[src/common/pmu_pkg.sv]
// shared constants and types of the message unit
package pmu_pkg;

   // ---------------------------------------------------------------
   // widths and sizes
   // ---------------------------------------------------------------
   localparam int DATA_W      = 32;
   localparam int ADDR_W      = 8;
   localparam int FIFO_DEPTH  = 8;
   localparam int QPTR_W      = 4;

   // ---------------------------------------------------------------
   // remote (pci side) register byte offsets
   // ---------------------------------------------------------------
   localparam logic [7:0] H_IN_DOORBELL  = 8'h00;
   localparam logic [7:0] H_OUT_DOORBELL = 8'h04;
   localparam logic [7:0] H_IN_MSG0      = 8'h08;
   localparam logic [7:0] H_IN_MSG1      = 8'h0C;
   localparam logic [7:0] H_OUT_MSG0     = 8'h10;
   localparam logic [7:0] H_OUT_MSG1     = 8'h14;
   localparam logic [7:0] H_STATUS       = 8'h18;
   localparam logic [7:0] H_IN_POST0     = 8'h20;
   localparam logic [7:0] H_IN_POST1     = 8'h24;
   localparam logic [7:0] H_OUT_GET0     = 8'h28;
   localparam logic [7:0] H_OUT_GET1     = 8'h2C;

   // ---------------------------------------------------------------
   // local core register byte offsets
   // ---------------------------------------------------------------
   localparam logic [7:0] L_IN_DOORBELL  = 8'h00;
   localparam logic [7:0] L_OUT_DOORBELL = 8'h04;
   localparam logic [7:0] L_IN_MSG0      = 8'h08;
   localparam logic [7:0] L_IN_MSG1      = 8'h0C;
   localparam logic [7:0] L_OUT_MSG0     = 8'h10;
   localparam logic [7:0] L_OUT_MSG1     = 8'h14;
   localparam logic [7:0] L_STATUS       = 8'h18;
   localparam logic [3:0] L_QBASE_PAGE   = 4'h2;
   localparam logic [3:0] L_QHEAD_PAGE   = 4'h3;
   localparam logic [3:0] L_QTAIL_PAGE   = 4'h4;

   // ---------------------------------------------------------------
   // values after reset and fixed answers
   // ---------------------------------------------------------------
   localparam logic [31:0] REG_RESET  = 32'h0000_0000;
   localparam logic        INTA_IDLE  = 1'b1;
   localparam logic [31:0] EMPTY_WORD = 32'hFFFF_FFFF;
   localparam logic [31:0] READ_ZERO  = 32'h0000_0000;

   // ---------------------------------------------------------------
   // types
   // ---------------------------------------------------------------
   typedef enum logic [1:0] {
      ST_IDLE = 2'b00,
      ST_WR   = 2'b01,
      ST_RD   = 2'b10
   } pmu_mem_state_t;

   typedef struct packed {
      logic        valid;
      logic        write;
      logic [7:0]  addr;
      logic [31:0] wdata;
   } pmu_req_t;

   typedef struct packed {
      logic        valid;
      logic        write;
      logic [31:0] addr;
      logic [31:0] wdata;
   } pmu_mem_req_t;

   typedef struct packed {
      logic        queue;
      logic [31:0] data;
   } pmu_qent_t;

endpackage

[src/design/pmu_msg_unit.sv]
// message unit: doorbells, message registers and four ring queues
// Summary of operation
// - remote side sets inbound doorbell bits by writing ones over pci
// - any set inbound doorbell bit raises the core interrupt
// - core writing ones sets outbound doorbell bits and asserts inta
// - only host clears outbound doorbell bits by writing ones
// - remote write to either inbound message register interrupts the core
// - core write to either outbound message register asserts inta
// - interrupts leave as core line and pci line to the interrupt_ctrl
// - four ring queues live in local memory, two inbound, two outbound
// - inbound queues carry host to core, outbound core to host
// - unit moves queue entries between pci registers and local memory
// - new outbound entry interrupts host, new inbound entry interrupts core
`timescale 1ns/1ps
`default_nettype none

// -------------------------------------------------------------------
// fifo
// -------------------------------------------------------------------
module pmu_fifo #(
   parameter int WIDTH = 33,
   parameter int DEPTH = 8
) (
   // clock and reset
   input  wire logic             clock,
   input  wire logic             reset,
   // filling side
   input  wire logic             inValid,
   output var  logic             inReady,
   input  wire logic [WIDTH-1:0] inData,
   // draining side
   output var  logic             outValid,
   input  wire logic             outReady,
   output var  logic [WIDTH-1:0] outData
);
   localparam int PW = $clog2(DEPTH);

   typedef struct packed {
      logic [DEPTH-1:0][WIDTH-1:0] mem;
      logic [PW-1:0]               wrPtr;
      logic [PW-1:0]               rdPtr;
      logic [PW:0]                 count;
   } pmu_fifo_state_t;

   pmu_fifo_state_t q;
   pmu_fifo_state_t d;
   logic            push;
   logic            pop;

   always_comb begin
      inReady  = (q.count != (PW+1)'(DEPTH));
      outValid = (q.count != '0);
      outData  = q.mem[q.rdPtr];
      push     = inValid && inReady;
      pop      = outValid && outReady;
      d        = q;
      if (push) begin
         d.mem[q.wrPtr] = inData;
         d.wrPtr        = (q.wrPtr == PW'(DEPTH-1)) ? '0 : q.wrPtr + 1'b1;
      end
      if (pop) begin
         d.rdPtr = (q.rdPtr == PW'(DEPTH-1)) ? '0 : q.rdPtr + 1'b1;
      end
      if (push && !pop) begin
         d.count = q.count + 1'b1;
      end else if (pop && !push) begin
         d.count = q.count - 1'b1;
      end
   end

   always_ff @(posedge clock or posedge reset) begin
      if (reset) begin
         q <= '0;
      end else begin
         q <= d;
      end
   end
endmodule // pmu_fifo

// -------------------------------------------------------------------
// message unit top
// -------------------------------------------------------------------
module pmu_msg_unit #(
   parameter int QPW = pmu_pkg::QPTR_W
) (
   // clock and reset
   input  wire logic                 clock,
   input  wire logic                 reset,
   // remote pci register port
   input  wire pmu_pkg::pmu_req_t    hostReq,
   output var  logic                 hostAck,
   output var  logic [31:0]          hostRdata,
   // local core register port
   input  wire pmu_pkg::pmu_req_t    localReq,
   output var  logic                 localAck,
   output var  logic [31:0]          localRdata,
   // local memory port
   output var  pmu_pkg::pmu_mem_req_t memReq,
   input  wire logic                 memAck,
   input  wire logic [31:0]          memRdata,
   // interrupt lines to the interrupt controller
   output var  logic                 coreIrq,
   output var  logic                 intaN
);
   import pmu_pkg::*;

   typedef struct packed {
      logic [31:0]           inDoorbell;
      logic [31:0]           outDoorbell;
      logic [1:0][31:0]      inMsg;
      logic [1:0][31:0]      outMsg;
      logic [1:0]            inMsgFlag;
      logic [1:0]            outMsgPend;
      logic [3:0][31:0]      qBase;
      logic [3:0][QPW-1:0]   qHead;
      logic [3:0][QPW-1:0]   qTail;
      pmu_mem_state_t        memState;
      logic                  memQ;
      pmu_mem_req_t          memReq;
      logic                  hostAck;
      logic [31:0]           hostRdata;
      logic                  localAck;
      logic [31:0]           localRdata;
      logic                  coreIrq;
      logic                  intaN;
   } pmu_state_t;

   function automatic logic [QPW-1:0] nextPtr(input logic [QPW-1:0] p);
      nextPtr = p + 1'b1;
   endfunction

   function automatic logic [31:0] slotAddr(input logic [31:0] base,
                                            input logic [QPW-1:0] p);
      slotAddr = base + (32'(p) << 2);
   endfunction

   pmu_state_t  q;
   pmu_state_t  d;
   logic [31:0] inDbSet;
   logic [31:0] inDbClr;
   logic [31:0] outDbSet;
   logic [31:0] outDbClr;
   logic [1:0]  inMsgSet;
   logic [1:0]  inMsgClr;
   logic [1:0]  outPendSet;
   logic [1:0]  outPendClr;
   logic        memStart;
   logic        hostTake;
   logic [1:0]  outIdx;
   logic        fifoInValid;
   logic        fifoInReady;
   pmu_qent_t   fifoInData;
   logic        fifoOutValid;
   logic        fifoOutReady;
   pmu_qent_t   fifoOutData;
   logic [1:0]  qSel;
   logic [1:0]  inIdx;

   // ---------------------------------------------------------------
   // staging fifo for posted inbound entries
   // ---------------------------------------------------------------
   pmu_fifo #(
      .WIDTH ($bits(pmu_qent_t)),
      .DEPTH (FIFO_DEPTH)
   ) postFifo (
      .clock    (clock),
      .reset    (reset),
      .inValid  (fifoInValid),
      .inReady  (fifoInReady),
      .inData   (fifoInData),
      .outValid (fifoOutValid),
      .outReady (fifoOutReady),
      .outData  (fifoOutData)
   );

   always_comb begin
      d            = q;
      d.hostAck    = 1'b0;
      d.localAck   = 1'b0;
      inDbSet      = '0;
      inDbClr      = '0;
      outDbSet     = '0;
      outDbClr     = '0;
      inMsgSet     = '0;
      inMsgClr     = '0;
      outPendSet   = '0;
      outPendClr   = '0;
      memStart     = 1'b0;
      fifoInValid  = 1'b0;
      fifoInData   = '{queue: hostReq.addr[2], data: hostReq.wdata};
      fifoOutReady = 1'b0;
      qSel         = localReq.addr[3:2];
      outIdx       = {1'b1, hostReq.addr[2]};
      inIdx        = {1'b0, fifoOutData.queue};
      hostTake     = hostReq.valid && !q.hostAck && (q.memState != ST_RD);

      // -------------------------------------------------------------
      // local core port, answered in one cycle
      // -------------------------------------------------------------
      if (localReq.valid && !q.localAck) begin
         d.localAck   = 1'b1;
         d.localRdata = READ_ZERO;
         if (localReq.write) begin
            case (localReq.addr)
               L_IN_DOORBELL:  inDbClr = localReq.wdata;
               L_OUT_DOORBELL: outDbSet = localReq.wdata;
               L_OUT_MSG0: begin
                  d.outMsg[0]   = localReq.wdata;
                  outPendSet[0] = 1'b1;
               end
               L_OUT_MSG1: begin
                  d.outMsg[1]   = localReq.wdata;
                  outPendSet[1] = 1'b1;
               end
               L_STATUS:       inMsgClr = localReq.wdata[1:0];
               default: begin
                  if (localReq.addr[7:4] == L_QBASE_PAGE) begin
                     d.qBase[qSel] = localReq.wdata;
                  end else if (localReq.addr[7:4] == L_QHEAD_PAGE
                               && qSel[1]) begin
                     d.qHead[qSel] = localReq.wdata[QPW-1:0];
                  end else if (localReq.addr[7:4] == L_QTAIL_PAGE
                               && !qSel[1]) begin
                     d.qTail[qSel] = localReq.wdata[QPW-1:0];
                  end
               end
            endcase
         end else begin
            case (localReq.addr)
               L_IN_DOORBELL:  d.localRdata = q.inDoorbell;
               L_OUT_DOORBELL: d.localRdata = q.outDoorbell;
               L_IN_MSG0:      d.localRdata = q.inMsg[0];
               L_IN_MSG1:      d.localRdata = q.inMsg[1];
               L_OUT_MSG0:     d.localRdata = q.outMsg[0];
               L_OUT_MSG1:     d.localRdata = q.outMsg[1];
               L_STATUS:       d.localRdata = {28'h0000000,
                                               q.outMsgPend, q.inMsgFlag};
               default: begin
                  if (localReq.addr[7:4] == L_QBASE_PAGE) begin
                     d.localRdata = q.qBase[qSel];
                  end else if (localReq.addr[7:4] == L_QHEAD_PAGE) begin
                     d.localRdata = 32'(q.qHead[qSel]);
                  end else if (localReq.addr[7:4] == L_QTAIL_PAGE) begin
                     d.localRdata = 32'(q.qTail[qSel]);
                  end
               end
            endcase
         end
      end

      // -------------------------------------------------------------
      // remote pci port
      // -------------------------------------------------------------
      if (hostTake) begin
         d.hostRdata = READ_ZERO;
         if (hostReq.write) begin
            d.hostAck = 1'b1;
            case (hostReq.addr)
               H_IN_DOORBELL:  inDbSet = hostReq.wdata;
               H_OUT_DOORBELL: outDbClr = hostReq.wdata;
               H_IN_MSG0: begin
                  d.inMsg[0]  = hostReq.wdata;
                  inMsgSet[0] = 1'b1;
               end
               H_IN_MSG1: begin
                  d.inMsg[1]  = hostReq.wdata;
                  inMsgSet[1] = 1'b1;
               end
               H_STATUS:       outPendClr = hostReq.wdata[1:0];
               H_IN_POST0, H_IN_POST1: begin
                  fifoInValid = 1'b1;
                  d.hostAck   = fifoInReady;
               end
               default:        d.hostAck = 1'b1;
            endcase
         end else begin
            d.hostAck = 1'b1;
            case (hostReq.addr)
               H_IN_DOORBELL:  d.hostRdata = q.inDoorbell;
               H_OUT_DOORBELL: d.hostRdata = q.outDoorbell;
               H_IN_MSG0:      d.hostRdata = q.inMsg[0];
               H_IN_MSG1:      d.hostRdata = q.inMsg[1];
               H_OUT_MSG0:     d.hostRdata = q.outMsg[0];
               H_OUT_MSG1:     d.hostRdata = q.outMsg[1];
               H_STATUS:       d.hostRdata = {30'h00000000, q.outMsgPend};
               H_OUT_GET0, H_OUT_GET1: begin
                  if (q.qHead[outIdx] == q.qTail[outIdx]) begin
                     d.hostRdata = EMPTY_WORD;
                  end else if (q.memState == ST_IDLE) begin
                     d.hostAck  = 1'b0;
                     memStart   = 1'b1;
                     d.memState = ST_RD;
                     d.memQ     = hostReq.addr[2];
                     d.memReq   = '{valid: 1'b1, write: 1'b0,
                                    addr: slotAddr(q.qBase[outIdx],
                                                   q.qTail[outIdx]),
                                    wdata: REG_RESET};
                  end else begin
                     d.hostAck = 1'b0;
                  end
               end
               default:        d.hostRdata = READ_ZERO;
            endcase
         end
      end

      // -------------------------------------------------------------
      // local memory mover
      // -------------------------------------------------------------
      case (q.memState)
         ST_IDLE: begin
            if (!memStart && fifoOutValid
                && nextPtr(q.qHead[inIdx]) != q.qTail[inIdx]) begin
               fifoOutReady = 1'b1;
               d.memState   = ST_WR;
               d.memQ       = fifoOutData.queue;
               d.memReq     = '{valid: 1'b1, write: 1'b1,
                                addr: slotAddr(q.qBase[inIdx],
                                               q.qHead[inIdx]),
                                wdata: fifoOutData.data};
            end
         end
         ST_WR: begin
            if (memAck) begin
               d.memReq.valid = 1'b0;
               d.memState     = ST_IDLE;
               d.qHead[{1'b0, q.memQ}] = nextPtr(q.qHead[{1'b0, q.memQ}]);
            end
         end
         ST_RD: begin
            if (memAck) begin
               d.memReq.valid = 1'b0;
               d.memState     = ST_IDLE;
               d.hostAck      = 1'b1;
               d.hostRdata    = memRdata;
               d.qTail[{1'b1, q.memQ}] = nextPtr(q.qTail[{1'b1, q.memQ}]);
            end
         end
         default: begin
            d.memState     = ST_IDLE;
            d.memReq.valid = 1'b0;
         end
      endcase

      // -------------------------------------------------------------
      // sticky flags, set beats clear
      // -------------------------------------------------------------
      d.inDoorbell  = (q.inDoorbell & ~inDbClr) | inDbSet;
      d.outDoorbell = (q.outDoorbell & ~outDbClr) | outDbSet;
      d.inMsgFlag   = (q.inMsgFlag & ~inMsgClr) | inMsgSet;
      d.outMsgPend  = (q.outMsgPend & ~outPendClr) | outPendSet;

      // -------------------------------------------------------------
      // interrupt lines
      // -------------------------------------------------------------
      d.coreIrq = (|d.inDoorbell) || (|d.inMsgFlag)
                  || (d.qHead[0] != d.qTail[0])
                  || (d.qHead[1] != d.qTail[1]);
      d.intaN   = !((|d.outDoorbell) || (|d.outMsgPend)
                    || (d.qHead[2] != d.qTail[2])
                    || (d.qHead[3] != d.qTail[3]));
   end

   always_ff @(posedge clock or posedge reset) begin
      if (reset) begin
         q       <= '0;
         q.intaN <= INTA_IDLE;
      end else begin
         q <= d;
      end
   end

   assign hostAck    = q.hostAck;
   assign hostRdata  = q.hostRdata;
   assign localAck   = q.localAck;
   assign localRdata = q.localRdata;
   assign memReq     = q.memReq;
   assign coreIrq    = q.coreIrq;
   assign intaN      = q.intaN;
endmodule // pmu_msg_unit

`default_nettype wire

[config.mk]
export PLATFORM = sky130hd
export DESIGN_NAME = pmu_msg_unit
export DESIGN_NICKNAME = d
export VERILOG_FILES = /design/src/common/pmu_pkg.sv /design/src/design/pmu_msg_unit.sv
export SDC_FILE = /design/constraint.sdc
export NUM_CORES = 2
export LEC_CHECK = 0
export BUFFER_PORTS_ARGS = -buffer_cell sky130_fd_sc_hd__buf_2
export CORE_AREA = 2 2 301 303
export CTS_CLUSTER_DIAMETER = 80
export DETAILED_ROUTE_END_ITERATION = 6
export DIE_AREA = 0 0 303 305
export HOLD_SLACK_MARGIN = 0.12
export PLACE_DENSITY_LB_ADDON = 0.12
export SLEW_MARGIN = 20
export SYNTH_ARGS = -nofsm -noshare
export SYNTH_HDL_FRONTEND = slang
export SYNTH_SLANG_ARGS = --single-unit
[constraint.sdc]
create_clock -name clock -period 42 [get_ports clock]
set_input_delay 2.1 -clock clock [delete_from_list [all_inputs] [get_ports clock]]
set_output_delay 2.1 -clock clock [all_outputs]
set_load 0.02 [all_outputs]
==> results.yml <==
worst_setup_path:
  cp_max_fo: 81
  crit_type: "flop to flop"
  cp-start-kind: "flop"
  cp.required_ns: 42.54
  endpoint_kind: "flop"
  r2r_slack_ns: 36.09
  worstPathArrival_ns: 6.45
  r2r_cells: 14
synth:
  synth.avg_cell_area_sq_um: 11.9
  ys.flop_type: "dfrtp_1"
  synth_edf_count: 0
  yosysSeqAreaShare_pct: 48.2
  synth_cell_type_count: 76
  synth_fp_nets: 3496
  yosysWarnings: 0
  synth_largest_area_cell: "dfrtp_1"
  yosys.area.top_type_share_pct: 48.1
  syn_area_sq_um: 39900
  synth.area.top_cells: "dfrtp_1 (48%), mux2_2 (12%), mux4_2 (6.6%)"
  synth_cells: 3352
  synthTopCellsByCount: "dfrtp_1 (766), mux2_2 (431), nand2_1 (288)"
  synth_most_common_cell: "dfrtp_1"
  synthArstFlopShare_pct: 100
  ys_ff_latch: 767
cells_and_area:
  layout.nets: 3511
  drive_above_1_share_pct: 33.5
  fillers: 7996
  syn_to_final_growth_pct: 10.9
  fin_cells: 4618
placement:
  placement.io_buffers: 252
  gp_congestion: 0.894
  dp_hpwl_mm: 89.9
  dp.cells: 4449
run_status:
  run_status: "complete, but fails checks"
  violations: "design-rule violations"
timing:
  fmax_ghz: 0.169
  setup_tns_ns: 0
  finalSetupViolCount: 0
  slew_headroom_pct: 20.5
  fin_crit_sh_pct: 14.1
  rsz0062_at_grt: "no"
  drv_slew: 0
  fin_crit_ns: 5.91
  tightest_slew_ns: 1.19
  fin_skew_ns: 0.0194
  hold_violations: 0
cts:
  cts_tree: "done"
  worstSkewPairLatency_ns: 0.66
  cts-buffers-inserted: 89
  cts_root_buffer: "clkbuf_16"
  post-cts-setup-buffer-count: 0
  cts_sinks: 767
  cts_resized: 0
  clockBufferDepth: 3
  cts_hold_buffers: 0
  cts.htree.levels: 3
  cts.clk_slew.worst_paths_ns: 0.06
power_and_ir_drop:
  leakagePower_nw: 21.0
  p_int_w: 0.00139
  switching_power_w: 0.000591
  p_per_area_nw_per_um2: 44.8
  sequentialPowerShare_pct: 42.0
  peakVddDrop_uv: 42.0
  pwr-share-clk_pct: 40.4
  swShare_pct: 29.9
  comb_power_share_pct: 17.5
grt:
  antenna_found_initial: 6
  grt_pass1_wl_mm: 198
  grt_max_degree: 200
  grt_usage_pct: 29.1
  grt_pass1_vias: 29300
  grt.overflow.total: 0
routing:
  wirelength_mm: 135
  wl_per_cell_microns: 29.2
  final_antenna_net_count: 0
  dr.pass1.iters: 7
  drt-vias-per-instance: 6.19
  post-route-drc-count: 33
  num_vias: 28600
  drtIter0Drc: 3454
flow_run:
  cap_violations: 0
die:
  start_util_pct: 44.6
  fp.dieH_microns: 305
  dieWidth_microns: 303
  ios: 253
  core.rowCount: 110
  core_region_area_sq_um: 89300
  die_area_sq_um: 92400
worst_hold_path:
  whs_path_depth: 2
  hold_class: "flop to flop"
[worst max-delay path, stage by stage, from the launching register on]
cell,delay [ns]
dfrtp_4,0.95
mux4_2,0.63
mux2i_4,0.14
buf_4,0.68
mux2_2,0.44
ha_1,0.34
xnor2_1,0.16
nand2_1,0.07
nor4_1,0.26
a311oi_1,0.13
nand3b_1,0.21
buf_4,0.45
buf_4,0.76
nand2_1,0.11
o32a_1,0.31
[stage by stage]
| step | utilization, % | setup WS [ns] | hold slack [ns] | power [W] | instance area, sq um |
|---|---|---|---|---|---|
| 3_3_place_gp | 46.1 | 36.03 | 0.458 | 0.00119 | 41100 |
| 6_report | 49.5 | 36.09 | 0.474 | 0.00198 | 44200 |
| 5_1_grt | 49.5 | 35.58 | 0.508 | 0.00206 | 44200 |
| 4_1_cts | 49.4 | 35.96 | 0.480 | 0.00200 | 44200 |
| 3_5_place_dp | 46.1 | 35.94 | 0.468 | 0.00120 | 41100 |
| 2_1_floorplan | - | 18.37 | 0.448 | 0.00109 | 39900 |
[registers in the layout (all words and copies together) (netlist names)]
register    cells
intaN           1
q             359
localAck        1
memReq         66
hostRdata      32
postFifo.q    274
coreIrq         1
hostAck         1
localRdata     32
[placed cells by master, fill, tap and decap left out, drive strengths merged, types with 10 or more instances in the layout]
cell    Yosys  routed
a21o       17      17
nand3b     15      15
mux2i      99      99
a22o       50      50
a221oi     33      33
and3       10      10
xor2       52      52
nand3      87      87
mux2      522     522
a211oi     18      18
nor3       29      29
clkinv      0      23
or3        10      10
buf       197     315
a222oi     40      40
clkbuf    194     127
o21ai     204     204
nor2      110     110
xnor2      64      64
ha         22      22
mux4      116     116
nor4       33      33
nand2     288     288
a21oi      95      95
inv        38      44
a22oi      55      55
nand4      49      49
dfrtp     766     766
o211ai     16      16
[final cells by class]
type | count | area, sq um | area share [%]
Tap cell | 1176 | 1470 | 3.33
Inverter | 38 | 150 | 0.340
Timing Repair Buffer | 315 | 1800 | 4.07
Sequential cell | 767 | 19200 | 43.4
Clock buffer | 127 | 2610 | 5.91
Multi-Input combinational cell | 2156 | 18600 | 42.0
Clock inverter | 37 | 408 | 0.922
Antenna cell | 2 | 5.00 | 0.0113
[path summary, 6_finish.rpt]
check / start / endpoint
worst max register to register: postFifo.q[4] / memReq[53]
min in group asynchronous: reset / q[134]
worst min-delay path: localRdata[14] / localRdata[14]
worst min register to register: localRdata[14] / localRdata[14]
max in group asynchronous: reset / q[344]
worst max-delay path: postFifo.q[4] / memReq[53]
[logic make-up after synthesis]
family	synth area share, %
simple gates	8.55
fa+ha+maj	0.841
xor+xnor	2.55
flops	48.2
buf+inv	5.63
compound gates	9.62
mux	24.6
[power groups by stage]
| stage | Sequential (W) | Combinational [W] | Clock (W) |
|---|---|---|---|
| floorplan | 0.000818 | 0.000274 | 0 |
| global placement | 0.000845 | 0.000345 | 0 |
| detailed placement | 0.000847 | 0.000351 | 0 |
| CTS | 0.000834 | 0.000352 | 0.000816 |
| global route | 0.000839 | 0.000375 | 0.000845 |
| finish | 0.000832 | 0.000348 | 0.000800 |
[layer usage]
metal | vias to the layer above | wire, microns | global-route usage, %
li1 | 12200 | - | -
met1 | 14800 | 54300 | 37.9
met2 | 1204 | 64600 | 47.1
met3 | 282 | 8920 | 5.03
met4 | 8 | 6950 | 13.5
met5 | - | 47 | 0
Power figures use the tool's default switching activity.
